### src/hw/fsq_pkg.sv
// package: constants and carrier types for the read-family sequencer
package fsq_pkg;

  localparam int unsigned CMD_PARAM_BYTES = 8;
  localparam int unsigned RES_BYTES       = 7;
  localparam logic [3:0]  LAST_PARAM_IDX  = 4'h8;
  localparam logic [3:0]  LAST_RES_IDX    = 4'h6;

  // opcode byte fields
  localparam int unsigned OP_MULTI_BIT  = 7;
  localparam int unsigned OP_CODING_BIT = 6;
  localparam int unsigned OP_SKIP_BIT   = 5;
  localparam logic [4:0]  OP_READ_DATA = 5'h06;
  localparam logic [4:0]  OP_READ_DEL  = 5'h0c;
  localparam logic [5:0]  OP_READ_TRK  = 6'h02;

  // select byte fields
  localparam int unsigned SEL_HEAD_BIT   = 2;
  localparam int unsigned SEL_DRV_HI_BIT = 1;
  localparam int unsigned SEL_DRV_LO_BIT = 0;

  // parameter byte positions after the opcode
  localparam int unsigned P_SELECT = 0;
  localparam int unsigned P_CYL    = 1;
  localparam int unsigned P_HEAD   = 2;
  localparam int unsigned P_REC    = 3;
  localparam int unsigned P_SIZE   = 4;
  localparam int unsigned P_FINAL  = 5;
  localparam int unsigned P_GAP    = 6;
  localparam int unsigned P_DLEN   = 7;

  typedef enum logic [1:0]
  {
    FSQ_CMD  = 2'b00,
    FSQ_EXEC = 2'b01,
    FSQ_RES  = 2'b11
  } fsq_phase_e;

  typedef enum logic [1:0]
  {
    FSQ_K_NONE  = 2'b00,
    FSQ_K_DATA  = 2'b01,
    FSQ_K_DEL   = 2'b10,
    FSQ_K_TRACK = 2'b11
  } fsq_kind_e;

  typedef struct packed
  {
    fsq_kind_e  kind;
    logic       multi_track_flag;
    logic       double_density_coding;
    logic       bypass_deleted_sectors;
    logic       head_select;
    logic       drive_select_high;
    logic       drive_select_low;
    logic [7:0] cylinder;
    logic [7:0] head;
    logic [7:0] record;
    logic [7:0] size_code;
    logic [7:0] final_sector_number;
    logic [7:0] gap_length_value;
    logic [7:0] data_length_value;
  } fsq_cmd_s;

  typedef struct packed
  {
    logic [7:0] result_status_zero;
    logic [7:0] result_status_one;
    logic [7:0] result_status_two;
    logic [7:0] cylinder;
    logic [7:0] head;
    logic [7:0] record;
    logic [7:0] size_code;
  } fsq_res_s;

  function automatic fsq_kind_e fsq_decode(input logic [7:0] op);
    fsq_kind_e k;
    k = FSQ_K_NONE;
    if (op[4:0] == OP_READ_DATA)
      k = FSQ_K_DATA;
    else if (op[4:0] == OP_READ_DEL)
      k = FSQ_K_DEL;
    else if (!op[OP_MULTI_BIT] && op[5:0] == OP_READ_TRK)
      k = FSQ_K_TRACK;
    return k;
  endfunction

endpackage

### src/hw/fsq_sequencer.sv
// module: command, execution and result sequencing for read commands
`timescale 1ns/100ps
`default_nettype none

// Overview of operation
// - top bits multi-track, coding, skip; low five 00110 read, 01100 deleted
// - track read: bit7 0, bit6 coding, low six 000010; index to final sector
// - next: select, cylinder, head, record, size, final sector, gap, length
// - sector bytes pass drive to host one by one before results
// - seven result bytes: three status, then cylinder, head, record, size
// - skip flag set: read data passes over deleted-marked sectors, read deleted passes over unmarked ones; not transferred
// - phases run strictly command, execution, result
// - drive select bits choose the addressed drive
module fsq_sequencer
  import fsq_pkg::*;
(
  input  wire logic       clk_i,
  input  wire logic       reset_i,
  input  wire logic       host_wr_i,
  input  wire logic       host_rd_i,
  input  wire logic [7:0] host_wdata_i,
  output logic      [7:0] host_rdata_o,
  output logic            host_request_ready_o,
  output logic            transfer_direction_o,
  output logic            exec_phase_o,
  output logic            op_start_o,
  output fsq_cmd_s        cmd_o,
  output logic      [1:0] drive_select_o,
  input  wire logic       disk_valid_i,
  input  wire logic [7:0] disk_byte_i,
  input  wire logic       disk_deleted_i,
  output logic            disk_ready_o,
  input  wire logic       op_done_i,
  input  wire fsq_res_s   res_i
);

  typedef struct packed
  {
    fsq_phase_e      phase;
    logic [3:0]      cnt;
    logic [7:0]      opcode;
    logic [7:0][7:0] params;
    logic [7:0]      hold;
    logic            hold_full;
    logic            done_seen;
    logic [6:0][7:0] results;
    logic            start;
  } fsq_state_s;

  fsq_state_s st;
  fsq_state_s next_st;

  fsq_kind_e  kind;
  logic       wr_ok;
  logic       rd_ok;
  logic       take;
  logic       skip;

  assign kind  = fsq_decode(st.opcode);
  // host handshake: ready means a write is taken in command phase and a
  // read is taken when a byte is waiting in execution or result phase
  assign host_request_ready_o = (st.phase == FSQ_CMD) ||
                                (st.phase == FSQ_RES) ||
                                (st.phase == FSQ_EXEC && st.hold_full);
  assign transfer_direction_o = (st.phase != FSQ_CMD);
  assign exec_phase_o         = (st.phase == FSQ_EXEC);
  assign wr_ok = host_wr_i && st.phase == FSQ_CMD;
  assign rd_ok = host_rd_i && host_request_ready_o && transfer_direction_o;
  // single holding byte: the drive side stalls until the host empties it
  assign disk_ready_o = (st.phase == FSQ_EXEC) && !st.hold_full;
  assign take = disk_valid_i && disk_ready_o;
  always_comb
  begin
    skip = 1'b0;
    if (cmd_o.bypass_deleted_sectors)
    begin
      if (kind == FSQ_K_DATA)
        skip = disk_deleted_i;
      else if (kind == FSQ_K_DEL)
        skip = !disk_deleted_i;
    end
  end

  always_comb
  begin
    next_st       = st;
    next_st.start = 1'b0;
    unique case (st.phase)
      FSQ_CMD:
      begin
        if (wr_ok)
        begin
          if (st.cnt == 4'h0)
          begin
            // unknown opcodes are dropped; this block serves reads only
            if (fsq_decode(host_wdata_i) != FSQ_K_NONE)
            begin
              next_st.opcode = host_wdata_i;
              next_st.cnt    = 4'h1;
            end
          end
          else
          begin
            next_st.params[st.cnt[2:0] - 3'h1] = host_wdata_i;
            next_st.cnt = st.cnt + 4'h1;
            if (st.cnt == LAST_PARAM_IDX)
            begin
              next_st.phase     = FSQ_EXEC;
              next_st.cnt       = 4'h0;
              next_st.start     = 1'b1;
              next_st.hold_full = 1'b0;
              next_st.done_seen = 1'b0;
            end
          end
        end
      end
      FSQ_EXEC:
      begin
        if (take && !skip)
        begin
          next_st.hold      = disk_byte_i;
          next_st.hold_full = 1'b1;
        end
        else if (rd_ok)
          next_st.hold_full = 1'b0;
        if (op_done_i)
        begin
          next_st.done_seen = 1'b1;
          next_st.results   = {res_i.size_code, res_i.record, res_i.head,
                               res_i.cylinder, res_i.result_status_two,
                               res_i.result_status_one,
                               res_i.result_status_zero};
        end
        // results wait until the last sector byte has left the hold
        if (st.done_seen && !st.hold_full)
          next_st.phase = FSQ_RES;
      end
      FSQ_RES:
      begin
        if (rd_ok)
        begin
          next_st.cnt = st.cnt + 4'h1;
          if (st.cnt == LAST_RES_IDX)
          begin
            next_st.phase = FSQ_CMD;
            next_st.cnt   = 4'h0;
          end
        end
      end
      default:
      begin
        next_st.phase = FSQ_CMD;
        next_st.cnt   = 4'h0;
      end
    endcase
  end

  always_ff @(posedge clk_i or posedge reset_i)
  begin
    if (reset_i)
      st <= '0;
    else
      st <= next_st;
  end

  always_comb
  begin
    host_rdata_o = 8'h00;
    if (st.phase == FSQ_EXEC)
      host_rdata_o = st.hold;
    else if (st.phase == FSQ_RES)
      host_rdata_o = st.results[st.cnt[2:0]];
  end

  assign op_start_o = st.start;
  always_comb
  begin
    cmd_o                        = '0;
    cmd_o.kind                   = kind;
    cmd_o.multi_track_flag       = st.opcode[OP_MULTI_BIT];
    cmd_o.double_density_coding  = st.opcode[OP_CODING_BIT];
    cmd_o.bypass_deleted_sectors = (kind != FSQ_K_TRACK) &&
                                   st.opcode[OP_SKIP_BIT];
    if (kind == FSQ_K_TRACK)
      cmd_o.multi_track_flag = 1'b0;
    cmd_o.head_select         = st.params[P_SELECT][SEL_HEAD_BIT];
    cmd_o.drive_select_high   = st.params[P_SELECT][SEL_DRV_HI_BIT];
    cmd_o.drive_select_low    = st.params[P_SELECT][SEL_DRV_LO_BIT];
    cmd_o.cylinder            = st.params[P_CYL];
    cmd_o.head                = st.params[P_HEAD];
    cmd_o.record              = st.params[P_REC];
    cmd_o.size_code           = st.params[P_SIZE];
    cmd_o.final_sector_number = st.params[P_FINAL];
    cmd_o.gap_length_value    = st.params[P_GAP];
    cmd_o.data_length_value   = st.params[P_DLEN];
  end
  assign drive_select_o = {cmd_o.drive_select_high,
                           cmd_o.drive_select_low};
endmodule

`default_nettype wire

### config.mk
export PLATFORM = sky130hd
export DESIGN_NAME = fsq_sequencer
export DESIGN_NICKNAME = d
export VERILOG_FILES = /design/src/hw/fsq_pkg.sv /design/src/hw/fsq_sequencer.sv
export SDC_FILE = /design/constraint.sdc
export NUM_CORES = 1
export LEC_CHECK = 0
export BUFFER_PORTS_ARGS = -buffer_cell sky130_fd_sc_hd__buf_2
export CORE_MARGIN = 2
export CORE_UTILIZATION = 58
export CTS_CLUSTER_SIZE = 24
export DETAILED_ROUTE_END_ITERATION = 6
export PLACE_DENSITY = 0.85
export SLEW_MARGIN = 20
export SYNTH_ARGS = -nofsm -noshare
export SYNTH_HDL_FRONTEND = slang
export SYNTH_SLANG_ARGS = --single-unit
### constraint.sdc
create_clock -name clk_i -period 9.5 [get_ports clk_i]
set_clock_uncertainty 0.1 [all_clocks]
set_input_delay 1.9 -clock clk_i [delete_from_list [all_inputs] [get_ports clk_i]]
set_output_delay 1.9 -clock clk_i [all_outputs]
set_load 0.02 [all_outputs]
==> flow_metrics.tcl, run 1 <==
set metrics [dict create \
    power.leakage_nw 4.11 \
    setup_viol 0 \
    start_kind "register" \
    pre_cts_slack_ns 5.04 \
    total_power_mw 1.45 \
    synth_seq_cells 140 \
    drc 0 \
    wl_per_cell_um 18.8 \
    irDropWorstVdd_v 0.000134 \
    dr_total_vias 4243 \
    min_path_type "reg2reg" \
    fin_util 0.684 \
    critPathRequiredTime_ns 7.50 \
    final_nets 696 \
    yosysSeqAreaShare 0.520 \
    antenna_found_initial 0 \
    drt_wl_total_um 14400 \
    crit_fanout 22 \
    vias_per_cell 5.55 \
    synth_area_mm2 0.00674 \
    whs_path_depth 1 \
    row_count 39 \
    hold_ws_ns 0.393 \
    ctsHoldBuffers 0 \
    dp_hpwl_um 10200 \
    worstMarginPinSlew_ns 0.996 \
    cap_violations 0 \
    io_pins 158 \
    path_buf_inv 1 \
    dp.cells 733 \
    ctsResizeCount 0 \
    cp_top_family "simple AND/OR/NAND/NOR gates" \
    root_buffer "clkbuf_16" \
    reg2regPathDepth 7 \
    dr.pass1.iters 6 \
    hold_viol_final 0 \
    fin_crit_ns 4.56 \
    multi_input_area_mm2 0.00262 \
    fin_cells 765 \
    grt_max_degree 82 \
    clkTransAtPathRegs_ns 0.06 \
    drv_slew 0 \
    layout_setup_ws_ns 4.94 \
    crit_arrival_ns 2.56 \
    gr-total-overflow 0 \
    post-route-period-util 0.480 \
    status "completed" \
    initial_core_util 0.593 \
    slew_headroom 0.336 \
    grt_usage 0.238 \
    core_area_mm2 0.0114 \
    io_buffers 157 \
    ctsLongestPathBuffers 2 \
    max_freq_mhz 219 \
    cts_made_buffers 17 \
    routabilityCongestion 0.806 \
    dpl_cell_area_mm2 0.00716 \
    post_cts_buffers 0 \
    rr_startpoint "st[140]" \
    die_w_um 112 \
    drive_above_1_share 0.550 \
    grt_pass1_vias 4511 \
    fp.dieH_um 112 \
    crit_top_cell "o21ai_0" \
    worstSetupPathType "reg2out" \
    cpMaxStageDelayCell "dfrtp_1" \
    first_iter_violations 213 \
    ff_latch_area_mm2 0.00350 \
    reg2reg_slack_ns 6.49 \
    clk_latency_ns 0.42 \
    syn_inst 514 \
    ys_warn_count 0 \
    syn_area_per_cell_um2 13.1 \
    grt_pass1_wl_um 22800 \
    setup_tns_ns 0 \
    area_growth_syn_to_layout_pct 15.4 \
    dieArea_mm2 0.0125 \
    rsz0062_at_grt "false" \
    cts_tree "yes" \
    syn_nets 600 \
    fillers 815 \
    num_antenna_cells 0 \
    synth_cell_types 45 \
    cts_sinks 140 \
    htreeDepth 4 \
    endpoint_kind "output port" \
    pwr_density_cell_mw_per_mm2 187 \
    worstPathCellList "nor2b_1 -> nand2_1 -> o211ai_1 -> o21ai_0 -> o21ai_0 -> buf_2" \
    ant_nets 0 \
    slowest_delay_ns 0.75 \
    stdcell_area_mm2 0.00778 \
]
synthesized netlist by cell type, drive strengths merged:
cell / count / area [µm²]
o21a: 2 / 15.0
o21ai: 23 / 115
nor2: 15 / 76.3
mux2i: 17 / 170
a2111oi: 1 / 27.5
o41ai: 1 / 8.76
nand4: 3 / 33.8
a21oi: 5 / 25.0
ha: 7 / 87.6
nor3b: 1 / 12.5
clkbuf: 11 / 41.3
nand2b: 6 / 45.0
a21boi: 1 / 7.51
o21ba: 1 / 10.0
inv: 12 / 45.0
or3b: 1 / 8.76
buf: 72 / 529
and2: 2 / 12.5
nor2b: 4 / 25.0
xor2: 1 / 8.76
o211ai: 3 / 27.5
a41oi: 1 / 16.3
dfrtp: 140 / 3500
and3b: 1 / 8.76
o32a: 2 / 20.0
nor3: 1 / 5.00
mux4: 8 / 180
nand3b: 2 / 27.5
mux2: 130 / 1460
nor4: 2 / 12.5
nand2: 32 / 120
xnor2: 1 / 8.76
nand3: 5 / 40.0
power by group:
part / total, mW / switching, mW / internal, mW
clock network: 0.661 / 0.232 / 0.429
logic: 0.146 / 0.0851 / 0.0607
registers: 0.644 / 0.0241 / 0.620
total: 1.45 / 0.341 / 1.11
area by class of cell:
type                            instances  share of cell area
Inverter                               12             0.00644
Timing Repair Buffer                  160               0.106
Clock buffer                           23              0.0615
Sequential cell                       140               0.451
Tap cell                              143              0.0230
Multi-Input combinational cell        279               0.337
Clock inverter                          8              0.0148
worst max path at each step:
stage | from | end | slack, ns | cells after the start
2_1_floorplan | reset_i | async pin | 3.75 | 1
3_3_place_gp | st[139] | host_rdata_o[6] | 5.13 | 6
3_5_place_dp | st[139] | host_rdata_o[7] | 5.04 | 6
4_1_cts | st[139] | host_rdata_o[6] | 4.58 | 6
5_1_grt | st[140] | host_rdata_o[6] | 4.66 | 6
6_report | st[140] | host_rdata_o[7] | 4.94 | 6
kinds of logic after synthesis:
kind of cell    after synthesis  synth area share
compound gates               40            0.0405
xor+xnor                      2           0.00260
fa+ha+maj                     7            0.0130
buf+inv                      95            0.0913
flops                       140             0.520
mux                         155             0.269
simple gates                 75            0.0635
placed cells by master, fill, tap and decap left out, types with 7 or more instances in the layout:
master     instances
buf_2            157
dfrtp_1          139
mux2_2           128
inv_1             11
mux2i_1           17
mux4_2             8
nand2_1           31
o21ai_0           22
ha_1               7
nor2_1            11
clkbuf_16         17
per-layer routing:
| layer | track usage | share of wire | vias up |
|---|---|---|---|
| li1 | - | - | 1924 |
| met3 | 0.0708 | 0.066 | 39 |
| met1 | 0.273 | 0.38 | 2112 |
| met4 | 0.115 | 0.036 | 0 |
| met5 | 0 | 0 | - |
| met2 | 0.410 | 0.51 | 168 |
Note: power is estimated with default switching activity, not from simulation.
==> run 2, diff against run 1 <==
Settings changed: CORE_UTILIZATION 58 to 54, PLACE_DENSITY 0.85 to 0.8.
Clock period 9.5 ns to 4.66 ns, I/O delays scaled along.
==> run 2 against run 1 <==
Against the previous run: wire length decreased by 3.4%; die area increased by 7.1%; register-to-register slack got worse by 4.8 ns; setup slack worse by 3.8 ns; critical path type unchanged; design area increased by 1.1%; critical path depth did not move; global-route usage fell by 1.8 points; sequential share of layout area is 0.50 points lower; sequential power is 100% higher; clock power grew 120%; total power grew 110%.
==> flow_metrics.tcl, run 2 (synthesis results as in run 1) <==
set metrics [dict create \
    gr-total-overflow 0 \
    rsz0062_at_grt "false" \
    stdcell_area_mm2 0.00786 \
    setup_viol 0 \
    pwr_density_cell_mw_per_mm2 393 \
    slew_headroom 0.352 \
    dp_hpwl_um 10100 \
    final_cell_mix "buf_2, dfrtp_1, mux2_2" \
    worstPathCellList "nor2b_1 -> nand2_1 -> o211ai_1 -> o21ai_0 -> o21ai_0 -> buf_2" \
    num_antenna_cells 0 \
    ctsLongestPathBuffers 2 \
    status "completed" \
    antenna_found_initial 0 \
    row_count 40 \
    fin_crit_ns 3.56 \
    grt_max_degree 141 \
    final_nets 696 \
    start_kind "register" \
    worstSetupPathType "reg2out" \
    critPathRequiredTime_ns 3.63 \
    layout_commonest_cell "buf_2" \
    crit_arrival_ns 2.53 \
    worstSetupPathDepth 6 \
    cpMaxStageDelayCell "dfrtp_1" \
    cts_sinks 140 \
    path_buf_inv 1 \
    cts_tree "yes" \
    vias_per_cell 5.25 \
    hold_ws_ns 0.393 \
    endpoint_kind "output port" \
    min_path_type "reg2reg" \
    fillers 928 \
    drc 0 \
    io_buffers 157 \
    cap_violations 0 \
    htreeDepth 4 \
    max_freq_mhz 281 \
    slowest_delay_ns 0.74 \
    reg2reg_slack_ns 1.65 \
    initial_core_util 0.556 \
    clk_latency_ns 0.42 \
    hold_viol_final 0 \
    grt_pass1_wl_um 22100 \
    irDropWorstVdd_v 0.000256 \
    worstMarginPinSlew_ns 0.972 \
    ant_nets 0 \
    die_w_um 116 \
    whs_path_depth 1 \
    drv_slew 0 \
    dr_total_vias 4150 \
    clkTransAtPathRegs_ns 0.06 \
    routabilityCongestion 0.872 \
    first_iter_violations 202 \
    post_cts_buffers 0 \
    grt_pass1_vias 4357 \
    dr.pass1.iters 4 \
    fin_util 0.649 \
    core_area_mm2 0.0121 \
    wl_per_cell_um 17.6 \
    dpl_cell_area_mm2 0.00721 \
    drive_above_1_share 0.552 \
    crit_fanout 22 \
    root_buffer "clkbuf_16" \
    cts_made_buffers 17 \
    drt_wl_total_um 13900 \
    cp_top_family "flip-flops" \
    dieArea_mm2 0.0134 \
    ctsHoldBuffers 0 \
    ctsResizeCount 0 \
    crit_top_cell "o21ai_0" \
    reg2regPathDepth 7 \
    fp.dieH_um 116 \
    grt_usage 0.221 \
    area_growth_syn_to_layout_pct 16.7 \
    post-route-period-util 0.765 \
    io_pins 158 \
    setup_tns_ns 0 \
    power.leakage_nw 4.12 \
]
## run 2: changes by cell type in the layout (fill, tap and decap cells not counted), sizes merged
cell      change
clkinvlp      +2
clkbuf        -4
inv           +1
bufinv        +2
## run 2: power breakdown
group	switching, mW	internal (mW)	total [mW]
registers	0.0420	1.26	1.30
clock network	0.514	0.969	1.48
logic	0.176	0.124	0.300
total	0.732	2.36	3.09
## run 2: worst paths after layout
| path | startpoint | endpoint |
|---|---|---|
| max | st[140] | host_rdata_o[6] |
| min | register | register |
| max reg2reg | st[140] | register |
| min reg2reg | register | register |
| max in group asynchronous | reset_i | async pin |
| min in group asynchronous | reset_i | async pin |
## run 2: area by class of cell
class                           instances  area, µm²  area share
Timing Repair Buffer                  160        821       0.104
Clock buffer                           19        443      0.0563
Clock inverter                         13        214      0.0272
Inverter                               12       48.8     0.00621
Multi-Input combinational cell        279       2620       0.334
Tap cell                              168        210      0.0267
Sequential cell                       140       3500       0.446
## run 2: worst register-to-register path, cell delays in order, from the launching register on
cell and delay (ns):
dfrtp_1 0.98, inv_1 0.10, ha_1 0.27, nor3b_2 0.22, nor2_2 0.24, nand2_1 0.11
nor2_2 0.47, mux2_2 0.41
## run 2: metrics by stage
| step | std cells | setup WS (ns) | total power [mW] |
|---|---|---|---|
| after floorplan | 514 | 1.88 | 1.56 |
| after detailed placement | 759 | 1.55 | 1.63 |
| after CTS | 791 | 1.09 | 3.12 |
| after global placement | 759 | 1.57 | 1.62 |
| final | 791 | 1.10 | 3.09 |
| after global routing | 791 | 0.856 | 3.21 |
## run 2: routing by layer
metal  up-vias  GRT usage  part of all wire
li1       1932          -                 -
met1      2033      0.253              0.39
met2       156      0.382              0.51
met3        29     0.0732             0.073
met4         0     0.0905             0.027
met5         -          0                 0
